`src/ssfd_pkg.sv`:
```
// Constants shared by the full-duplex synchronous serial port
package ssfd_pkg;
	localparam logic [1:0] SSFD_MODE_FULL_DUPLEX = 2'h2;   // Operating mode code for transmit/receive
	localparam int         SSFD_BITS            = 8;      // Bits per byte
	localparam logic [3:0] SSFD_LAST_BIT        = 4'h8;   // Count at the eighth edge
	localparam logic [7:0] SSFD_BYTE_RESET      = 8'h00;  // Buffer reset value
	localparam int         SSFD_SYS_CLK_NS      = 10;     // System clock period in ns
	localparam int         SSFD_SCK_PERIOD_NS   = 800;    // Internal serial clock period in ns
	localparam int         SSFD_SCK_HALF_CYC    = SSFD_SCK_PERIOD_NS / (2 * SSFD_SYS_CLK_NS);
endpackage : ssfd_pkg

```
`src/ssfd_port.sv`:
```
// Full-duplex synchronous serial port, device side
`timescale 1ns/1ps
`default_nettype none
module ssfd_port
	import ssfd_pkg::*;
#(
	parameter int SCK_HALF_CYC = SSFD_SCK_HALF_CYC   // System cycles per half serial clock
) (
	input  wire logic       sys_clk,
	input  wire logic       rst,
	input  wire logic       ctrl_wr,
	input  wire logic [1:0] ctrl_mode,
	input  wire logic       ctrl_dir_lsb,
	input  wire logic       ctrl_ext_clk,
	input  wire logic       ctrl_start,
	input  wire logic       ctrl_inhibit,
	input  wire logic       tx_wr,
	input  wire logic [7:0] tx_wdata,
	input  wire logic       rx_rd,
	input  wire logic       rx_err_clr,
	output logic [7:0]      rx_rdata,
	output logic            transfer_start_bit,
	output logic            operating_flag,
	output logic            shift_active_flag,
	output logic            tx_buffer_empty_flag,
	output logic            rx_buffer_full_flag,
	output logic            tx_underrun_flag,
	output logic            rx_overrun_flag,
	output logic            port_irq,
	input  wire logic       sck_in,
	output logic            sck_out,
	output logic            sck_oe,
	output logic            so_out,
	input  wire logic       si_in
);
	generate
		if (SCK_HALF_CYC < 2) begin : g_bad_half
			$error("SCK_HALF_CYC must be at least 2");
		end
	endgenerate

	localparam int DW = $clog2(SCK_HALF_CYC + 1);

	logic [1:0]    operating_mode_field;   // Stored mode field
	logic          bit_order_select;       // 1: lsb first
	logic          ext_clk;                // 1: clock from pin
	logic          forced_stop_bit;        // Inhibit held
	logic [7:0]    tx_buffer;              // Software transmit byte
	logic [7:0]    rx_buffer;              // Last good received byte
	logic [7:0]    shreg;                  // Shared shift register
	logic          in_byte;                // Byte in progress
	logic [3:0]    fall_cnt;               // Falling edges this byte
	logic [3:0]    rise_cnt;               // Rising edges this byte
	logic          tx_load_pend;           // Empty flag due at next rise
	logic          read_once;              // Recovery read already made
	logic          sck_s1, sck_s2, sck_s3; // External clock synchroniser
	logic          si_s1, si_s2;           // Data-in synchroniser
	logic [DW-1:0] div;                    // Internal clock divider
	logic          run_ok;                 // Mode valid and not inhibited
	logic          int_go;                 // Internal clock may start a byte
	logic          int_run;                // Internal divider running
	logic          tick;                   // Half period elapsed
	logic          fall_ev;                // Serial clock falling edge
	logic          rise_ev;                // Serial clock rising edge
	logic          byte_done;              // Eighth rising edge
	logic          inhibit_now;            // Inhibit written this cycle
	logic          byte_go;                // A byte may start at the next fall

	// Only mode 10 runs the port; other modes stay idle
	assign run_ok      = (operating_mode_field == SSFD_MODE_FULL_DUPLEX) && !forced_stop_bit;
	assign inhibit_now = ctrl_wr && ctrl_inhibit;
	// After an overrun with start cleared, one more external byte runs to its end
	assign byte_go     = transfer_start_bit || (ext_clk && rx_overrun_flag && operating_flag);
	// Auto-wait: a new byte needs a fresh tx write and the rx buffer read
	assign int_go  = transfer_start_bit && !tx_buffer_empty_flag && !rx_buffer_full_flag;
	assign int_run = run_ok && !ext_clk && (in_byte || int_go);
	assign tick    = (div == DW'(SCK_HALF_CYC - 1));

	// Edge events from either source, one cycle each
	always_comb begin
		if (ext_clk) begin
			fall_ev = run_ok && sck_s3 && !sck_s2;
			rise_ev = run_ok && !sck_s3 && sck_s2;
		end else begin
			fall_ev = int_run && tick && sck_out;
			rise_ev = int_run && tick && !sck_out;
		end
	end
	assign byte_done = rise_ev && in_byte && (rise_cnt == SSFD_LAST_BIT - 4'h1);

	// Pin synchronisers; data reads the second stage, clock edges compare the second and third
	always_ff @(posedge sys_clk) begin
		if (rst) begin
			sck_s1 <= 1'b1;
			sck_s2 <= 1'b1;
			sck_s3 <= 1'b1;
			si_s1  <= 1'b1;
			si_s2  <= 1'b1;
		end else begin
			sck_s1 <= sck_in;
			sck_s2 <= sck_s1;
			sck_s3 <= sck_s2;
			si_s1  <= si_in;
			si_s2  <= si_s1;
		end
	end

	// Control register; inhibit clears start at once
	always_ff @(posedge sys_clk) begin
		if (rst) begin
			operating_mode_field <= 2'h0;
			bit_order_select     <= 1'b0;
			ext_clk              <= 1'b0;
			transfer_start_bit   <= 1'b0;
			forced_stop_bit      <= 1'b0;
		end else if (ctrl_wr) begin
			operating_mode_field <= ctrl_mode;
			bit_order_select     <= ctrl_dir_lsb;
			ext_clk              <= ctrl_ext_clk;
			forced_stop_bit      <= ctrl_inhibit;
			transfer_start_bit   <= ctrl_start && !ctrl_inhibit;
		end
	end

	// Internal clock divider; idles high so a wait holds the line high
	always_ff @(posedge sys_clk) begin
		if (rst || inhibit_now) begin
			div     <= '0;
			sck_out <= 1'b1;
		end else if (int_run) begin
			div <= tick ? '0 : div + DW'(1);
			if (tick) begin
				sck_out <= !sck_out;
			end
		end else begin
			div     <= '0;
			sck_out <= 1'b1;
		end
	end

	// Clock pin is driven only for internal clocking
	always_ff @(posedge sys_clk) begin
		if (rst) begin
			sck_oe <= 1'b0;
		end else begin
			sck_oe <= run_ok && !ext_clk;
		end
	end

	// Byte sequencing, shift register and data-out pin
	always_ff @(posedge sys_clk) begin
		if (rst || inhibit_now) begin
			in_byte           <= 1'b0;
			fall_cnt          <= 4'h0;
			rise_cnt          <= 4'h0;
			shift_active_flag <= 1'b0;
			operating_flag    <= 1'b0;
			shreg             <= SSFD_BYTE_RESET;
			so_out            <= 1'b1;
		end else begin
			// Start cleared with no byte running and no overrun byte due: stop at once, line high
			if (!in_byte && !byte_go) begin
				operating_flag <= 1'b0;
				so_out         <= 1'b1;
			end
			if (fall_ev && !in_byte && byte_go) begin
				// First fall: load buffer and put out first bit
				in_byte           <= 1'b1;
				fall_cnt          <= 4'h1;
				rise_cnt          <= 4'h0;
				shift_active_flag <= 1'b1;
				operating_flag    <= 1'b1;
				if (!rx_overrun_flag) begin
					shreg <= tx_buffer;
				end
				if (tx_buffer_empty_flag) begin
					so_out <= 1'b1;
				end else begin
					so_out <= bit_order_select ? tx_buffer[0] : tx_buffer[SSFD_BITS-1];
				end
			end else if (fall_ev && in_byte) begin
				fall_cnt <= fall_cnt + 4'h1;
				if (fall_cnt == SSFD_LAST_BIT - 4'h1) begin
					shift_active_flag <= 1'b0;
				end
				// Underrun keeps the line high for the whole byte
				if (tx_underrun_flag) begin
					so_out <= 1'b1;
				end else begin
					so_out <= bit_order_select ? shreg[0] : shreg[SSFD_BITS-1];
				end
			end
			if (rise_ev && in_byte) begin
				rise_cnt <= rise_cnt + 4'h1;
				// Overrun freezes the shift register for recovery
				if (!rx_overrun_flag) begin
					if (bit_order_select) begin
						shreg <= {si_s2, shreg[SSFD_BITS-1:1]};
					end else begin
						shreg <= {shreg[SSFD_BITS-2:0], si_s2};
					end
				end
				if (byte_done) begin
					in_byte <= 1'b0;
					// Start cleared: finish here and idle the line high
					if (!transfer_start_bit) begin
						operating_flag <= 1'b0;
						so_out         <= 1'b1;
					end
				end
			end
		end
	end

	// Transmit buffer and empty flag; hardware set beats a write
	always_ff @(posedge sys_clk) begin
		if (rst || inhibit_now) begin
			tx_buffer            <= SSFD_BYTE_RESET;
			tx_buffer_empty_flag <= 1'b1;
			tx_load_pend         <= 1'b0;
		end else begin
			if (tx_wr) begin
				tx_buffer <= tx_wdata;
			end
			if (fall_ev && !in_byte && byte_go && !tx_buffer_empty_flag) begin
				tx_load_pend <= 1'b1;
			end else if (rise_ev && tx_load_pend) begin
				tx_load_pend <= 1'b0;
			end
			if (rise_ev && tx_load_pend) begin
				tx_buffer_empty_flag <= 1'b1;
			end else if (tx_wr) begin
				tx_buffer_empty_flag <= 1'b0;
			end
		end
	end

	// Underrun: byte began with nothing written
	always_ff @(posedge sys_clk) begin
		if (rst || inhibit_now) begin
			tx_underrun_flag <= 1'b0;
		end else if (fall_ev && !in_byte && byte_go && tx_buffer_empty_flag) begin
			tx_underrun_flag <= 1'b1;
		end
	end

	// Receive buffer, full flag, overrun and interrupt
	always_ff @(posedge sys_clk) begin
		if (rst || inhibit_now) begin
			rx_buffer           <= SSFD_BYTE_RESET;
			rx_buffer_full_flag <= 1'b0;
			rx_overrun_flag     <= 1'b0;
			port_irq            <= 1'b0;
			read_once           <= 1'b0;
		end else begin
			port_irq <= 1'b0;
			if (byte_done && !rx_overrun_flag && rx_buffer_full_flag) begin
				// Unread byte: keep it and the shift register
				rx_overrun_flag <= 1'b1;
			end else if (byte_done && !rx_overrun_flag) begin
				rx_buffer           <= bit_order_select ? {si_s2, shreg[SSFD_BITS-1:1]}
				                                        : {shreg[SSFD_BITS-2:0], si_s2};
				rx_buffer_full_flag <= 1'b1;
				port_irq            <= 1'b1;
			end else if (rx_err_clr) begin
				rx_overrun_flag     <= 1'b0;
				rx_buffer_full_flag <= 1'b0;
				read_once           <= 1'b0;
			end else if (rx_rd) begin
				// In overrun the full flag stays until the error clears
				if (!rx_overrun_flag) begin
					rx_buffer_full_flag <= 1'b0;
				end
				if (rx_overrun_flag && !transfer_start_bit) begin
					read_once <= 1'b1;
				end
			end
		end
	end

	// Read data view: second recovery read shows the shift register
	always_ff @(posedge sys_clk) begin
		if (rst || inhibit_now) begin
			rx_rdata <= SSFD_BYTE_RESET;
		end else begin
			rx_rdata <= read_once ? shreg : rx_buffer;
		end
	end

	// Shift-active spans exactly eight falls
	a_active_span: assert property (@(posedge sys_clk) disable iff (rst)
		$rose(shift_active_flag) |-> (fall_cnt == 4'h1))
		else $error("shift active rose off the first fall");
	a_active_drop: assert property (@(posedge sys_clk) disable iff (rst)
		$fell(shift_active_flag) && !$past(inhibit_now) |-> (fall_cnt == SSFD_LAST_BIT))
		else $error("shift active fell off the eighth fall");
	a_txwr_clears: assert property (@(posedge sys_clk) disable iff (rst)
		tx_wr && !inhibit_now && !(rise_ev && tx_load_pend) |=> !tx_buffer_empty_flag)
		else $error("write did not clear empty flag");
	a_rd_clears: assert property (@(posedge sys_clk) disable iff (rst)
		rx_rd && !byte_done && !rx_overrun_flag && !inhibit_now |=> !rx_buffer_full_flag)
		else $error("read did not clear full flag");
	a_irq_with_full: assert property (@(posedge sys_clk) disable iff (rst)
		port_irq |-> rx_buffer_full_flag && !rx_overrun_flag && !in_byte)
		else $error("interrupt without full flag");
	a_underrun_high: assert property (@(posedge sys_clk) disable iff (rst)
		tx_underrun_flag && $past(tx_underrun_flag) |-> so_out)
		else $error("data out low during underrun");
	a_overrun_hold: assert property (@(posedge sys_clk) disable iff (rst)
		rx_overrun_flag && $past(rx_overrun_flag) && !$past(inhibit_now) |-> $stable(rx_buffer))
		else $error("receive buffer changed in overrun");
	a_inhibit_clear: assert property (@(posedge sys_clk) disable iff (rst)
		inhibit_now |=> !transfer_start_bit && !operating_flag && tx_buffer_empty_flag
			&& !rx_buffer_full_flag && !in_byte)
		else $error("inhibit did not clear state");
	a_wait_high: assert property (@(posedge sys_clk) disable iff (rst)
		!ext_clk && !in_byte && !int_go |=> sck_out)
		else $error("internal clock not parked high");
	a_stop_high: assert property (@(posedge sys_clk) disable iff (rst)
		byte_done && !transfer_start_bit && !inhibit_now |=> !operating_flag && so_out)
		else $error("stop did not idle the port");
endmodule // ssfd_port
`default_nettype wire

```
`config.mk`:
```
export PLATFORM = sky130hd
export DESIGN_NAME = ssfd_port
export DESIGN_NICKNAME = d
export VERILOG_FILES = /design/src/ssfd_pkg.sv /design/src/ssfd_port.sv
export SDC_FILE = /design/constraint.sdc
export NUM_CORES = 1
export LEC_CHECK = 0
export BUFFER_PORTS_ARGS = -buffer_cell sky130_fd_sc_hd__buf_2
export CORE_ASPECT_RATIO = 1.75
export CORE_MARGIN = 1.5
export CORE_UTILIZATION = 50
export DETAILED_ROUTE_END_ITERATION = 7
export PLACE_DENSITY_LB_ADDON = 0.3
export SKIP_CTS_REPAIR_TIMING = 1
export SLEW_MARGIN = 20
export SYNTH_ARGS = -nofsm -noshare
export SYNTH_HDL_FRONTEND = slang
export SYNTH_SLANG_ARGS = --single-unit
```
`constraint.sdc`:
```
create_clock -name sys_clk -period 2.55 [get_ports sys_clk]
set_clock_uncertainty 0.05 [all_clocks]
set_input_delay 0.6375 -clock sys_clk [delete_from_list [all_inputs] [get_ports sys_clk]]
set_output_delay 0.6375 -clock sys_clk [all_outputs]
set_load 0.05 [all_outputs]
```
==> metrics.cfg <==
[outcome]
status=finished clean

[yosys]
synth.distinct_cells=47
syn_avg_cell_area_sq_um=9.382
synth_top_family_by_area=simple AND/OR/NAND/NOR gates
muxShareOfSynthArea=0.1400
ys_seq_area_frac=0.4653
synthArstFlopShare=0
ys_warn_count=0
synthXorXnorAreaFrac=0.01745
synth-simple-area-share=0.1973
synth.ff_latch_count=70
synth_compound_area_frac=0.1363
synthAdderAreaFrac=0.01246
synth_area_sq_um=3012
synth_edf_count=0
syn_nets=346
netlist_instances=321
ys.flop_type=dfxtp_1

[detailed_routing]
viasPerCell=5.526
wl_per_cell_microns=15.01
antenna_left=0
wirelength_microns=6651
num_vias=2448
dr.pass1.iters=4
drt_iter0_markers=111
drc=0

[clock_tree]
cts.clk_slew.worst_paths_ns=0.07
ctsHtreeMaxLevel=3
cts_tree=done
worstSkewPairLatency_ns=0.34
clockRootBuffer=clkbuf_8
clock-sinks=70
clock_path_buffers=2
cts_made_buffers=9

[global_routing]
overflow=0
grt_first_pass_wirelength_microns=10820
antenna_found_initial=0
grt_usage=0.2215
grt_max_degree=27
grt_pass1_vias=2428

[floorplanning]
num_io_pins=41
die_h_microns=105.7
start_util=0.5163
design.core.area_sq_um=5833
std_cell_rows=37
die-area_sq_um=6516
die_w_microns=61.67

[timing]
finalSetupTns_ns=0
worst_pin_slew_ns=0.5388
max_freq_ghz=0.4641
setup_violations=0
rsz0062_at_grt=no
hold_violations=0
maxSlewViolCount=0
slew_headroom=0.6403
fin_ws_ns=0.3954
finalCriticalPeriod_ns=2.155
finalCritPeriodShare=0.8450

[power]
ir_drop_mv=0.3897
cellPowerDensity_nw_per_um2=618.2
power.leakage_uw=0.001416

[place]
place_hpwl_microns=4856
place_congestion=0.8387
dp_slack_ns=0.4406
port_buffers=40
dp_cells=427
place_area_sq_um=3279

[worst_setup_path]
cp-start-kind=flip-flop
cp_cell_sequence=and4bb_2, nand3b_1, o21a_1, nor2_1, o31a_1
worst_ep_arrival_time_ns=2.32
critPathKind=reg -> reg
crit_family=compound AO/OA/AOI/OAI gates
slowest_delay_ns=0.52
worst-endpoint-required_ns=2.72
worstPathMaxFanout=14
end_kind=flip-flop
timing.critical_path.slowest_stage_cell=o21a_1
cp.buffers_inverters=0

[job]
cap_violations=0

[final_layout]
final_area_sq_um=3487
stdcell_count=443
utilization=0.5978
nets=385
drive_gt1_frac=0.2247
antenna_cells=0
fillers=548
syn2layout_area_growth_pct=15.79

[hold_path]
hp-class=reg -> reg

[layout make-up]
class / instances / area (sq um) / area share
Timing Repair Buffer: 45 / 237.7 / 0.06817
Sequential cell: 70 / 1401 / 0.4019
Tap cell: 78 / 97.59 / 0.02799
Inverter: 7 / 26.28 / 0.007535
Multi-Input combinational cell: 227 / 1516 / 0.4349
Clock buffer: 11 / 151.4 / 0.04342
Clock inverter: 5 / 56.30 / 0.01615
[sequential cells by signal (all words and copies together) (netlist names), 2 cells and up]
name / count
div: 6
fall_cnt: 4
operating_mode_field: 2
rise_cnt: 4
rx_buffer: 8
rx_rdata: 8
shreg: 8
tx_buffer: 8
[cell usage after synthesis (3+ instances only)]
cell type  count  area [sq um]
a211oi_1       9         67.56
o21ai_0       16         80.08
clkbuf_1      12         45.04
a21oi_1       15         75.07
buf_2          3         15.01
inv_1          7         26.28
nand2_1        9         33.78
nor2b_1        3         18.77
nand4_1        5         31.28
nand3b_1       3         22.52
nand3_1        6         30.03
ha_1           3         37.54
nor3_1        22         110.1
dfxtp_1       70          1401
a21o_1         3         22.52
and2_1         3         18.77
xnor2_1        4         35.03
or2_2          5         31.28
mux2_2         9         101.4
mux2i_1       32         320.3
o211ai_1       4         30.03
nor2_1        46         172.7
[metrics by stage]
step                hold slack, ns  power (uW)
floorplan                   0.3395        1225
finish                      0.3624        2156
global placement            0.3432        1265
CTS                         0.3644        2177
global route                0.3747        2235
detailed placement          0.3457        1266
[layer usage]
metal,GRT usage,routed length [microns]
met1,0.2233,2520
met4,0.1033,154
met5,0,0
met2,0.3985,3766
met3,0.05399,210
[power breakdown]
part | switching [uW] | total [uW] | internal, uW | leakage (uW)
logic | 63.1 | 111 | 47.9 | 0.000743
registers | 20.3 | 1130 | 1110 | 0.000568
clock network | 410 | 915 | 505 | 0.000106
total | 493 | 2160 | 1660 | 0.00142
[cells in the final DEF (no fill, tap or decap), types with 3 or more instances in the layout]
cell | synthesis | final
dfxtp_1 | 70 | 70
nor2_1 | 46 | 46
buf_2 | 3 | 40
mux2i_1 | 32 | 32
nor3_1 | 22 | 22
o21ai_0 | 16 | 16
a21oi_1 | 15 | 15
clkbuf_8 | 0 | 11
mux2_2 | 9 | 9
nand2_1 | 9 | 9
a211oi_1 | 9 | 9
inv_1 | 7 | 7
nand3_1 | 6 | 6
nand4_1 | 5 | 5
or2_2 | 5 | 5
buf_4 | 0 | 5
o211ai_1 | 4 | 4
xnor2_1 | 4 | 4
a21o_1 | 3 | 3
nor2b_1 | 3 | 3
and2_1 | 3 | 3
nand3b_1 | 3 | 3
ha_1 | 3 | 3
[logic make-up (layout without fill, tap and decap cells)]
family                     count (synthesis)  in the layout
buffers and inverters                     24             68
AOI/OAI and AO/OA                         62             62
xor gates and xnor gates                   6              6
DFF                                       70             70
muxes                                     41             41
adders and majority gates                  3              3
and+or+nand+nor                          115            115
[worst register-to-register path, stage by stage (launching register included)]
cell      delay, ns
dfxtp_1        0.40
and4bb_2       0.28
nand3b_1       0.26
o21a_1         0.52
nor2_1         0.21
o31a_1         0.31
[worst paths after layout]
path | slack (ns) | to | from | depth (start not counted)
worst min register to register | 0.36 | sck_s2 | sck_s1 | 1
worst max-delay path | 0.40 | fall_cnt[0] | operating_mode_field[0] | 5
worst min-delay path | 0.36 | sck_s2 | sck_s1 | 1
worst max register to register | 0.40 | fall_cnt[0] | operating_mode_field[0] | 5
(Power assumes the default switching activity.)
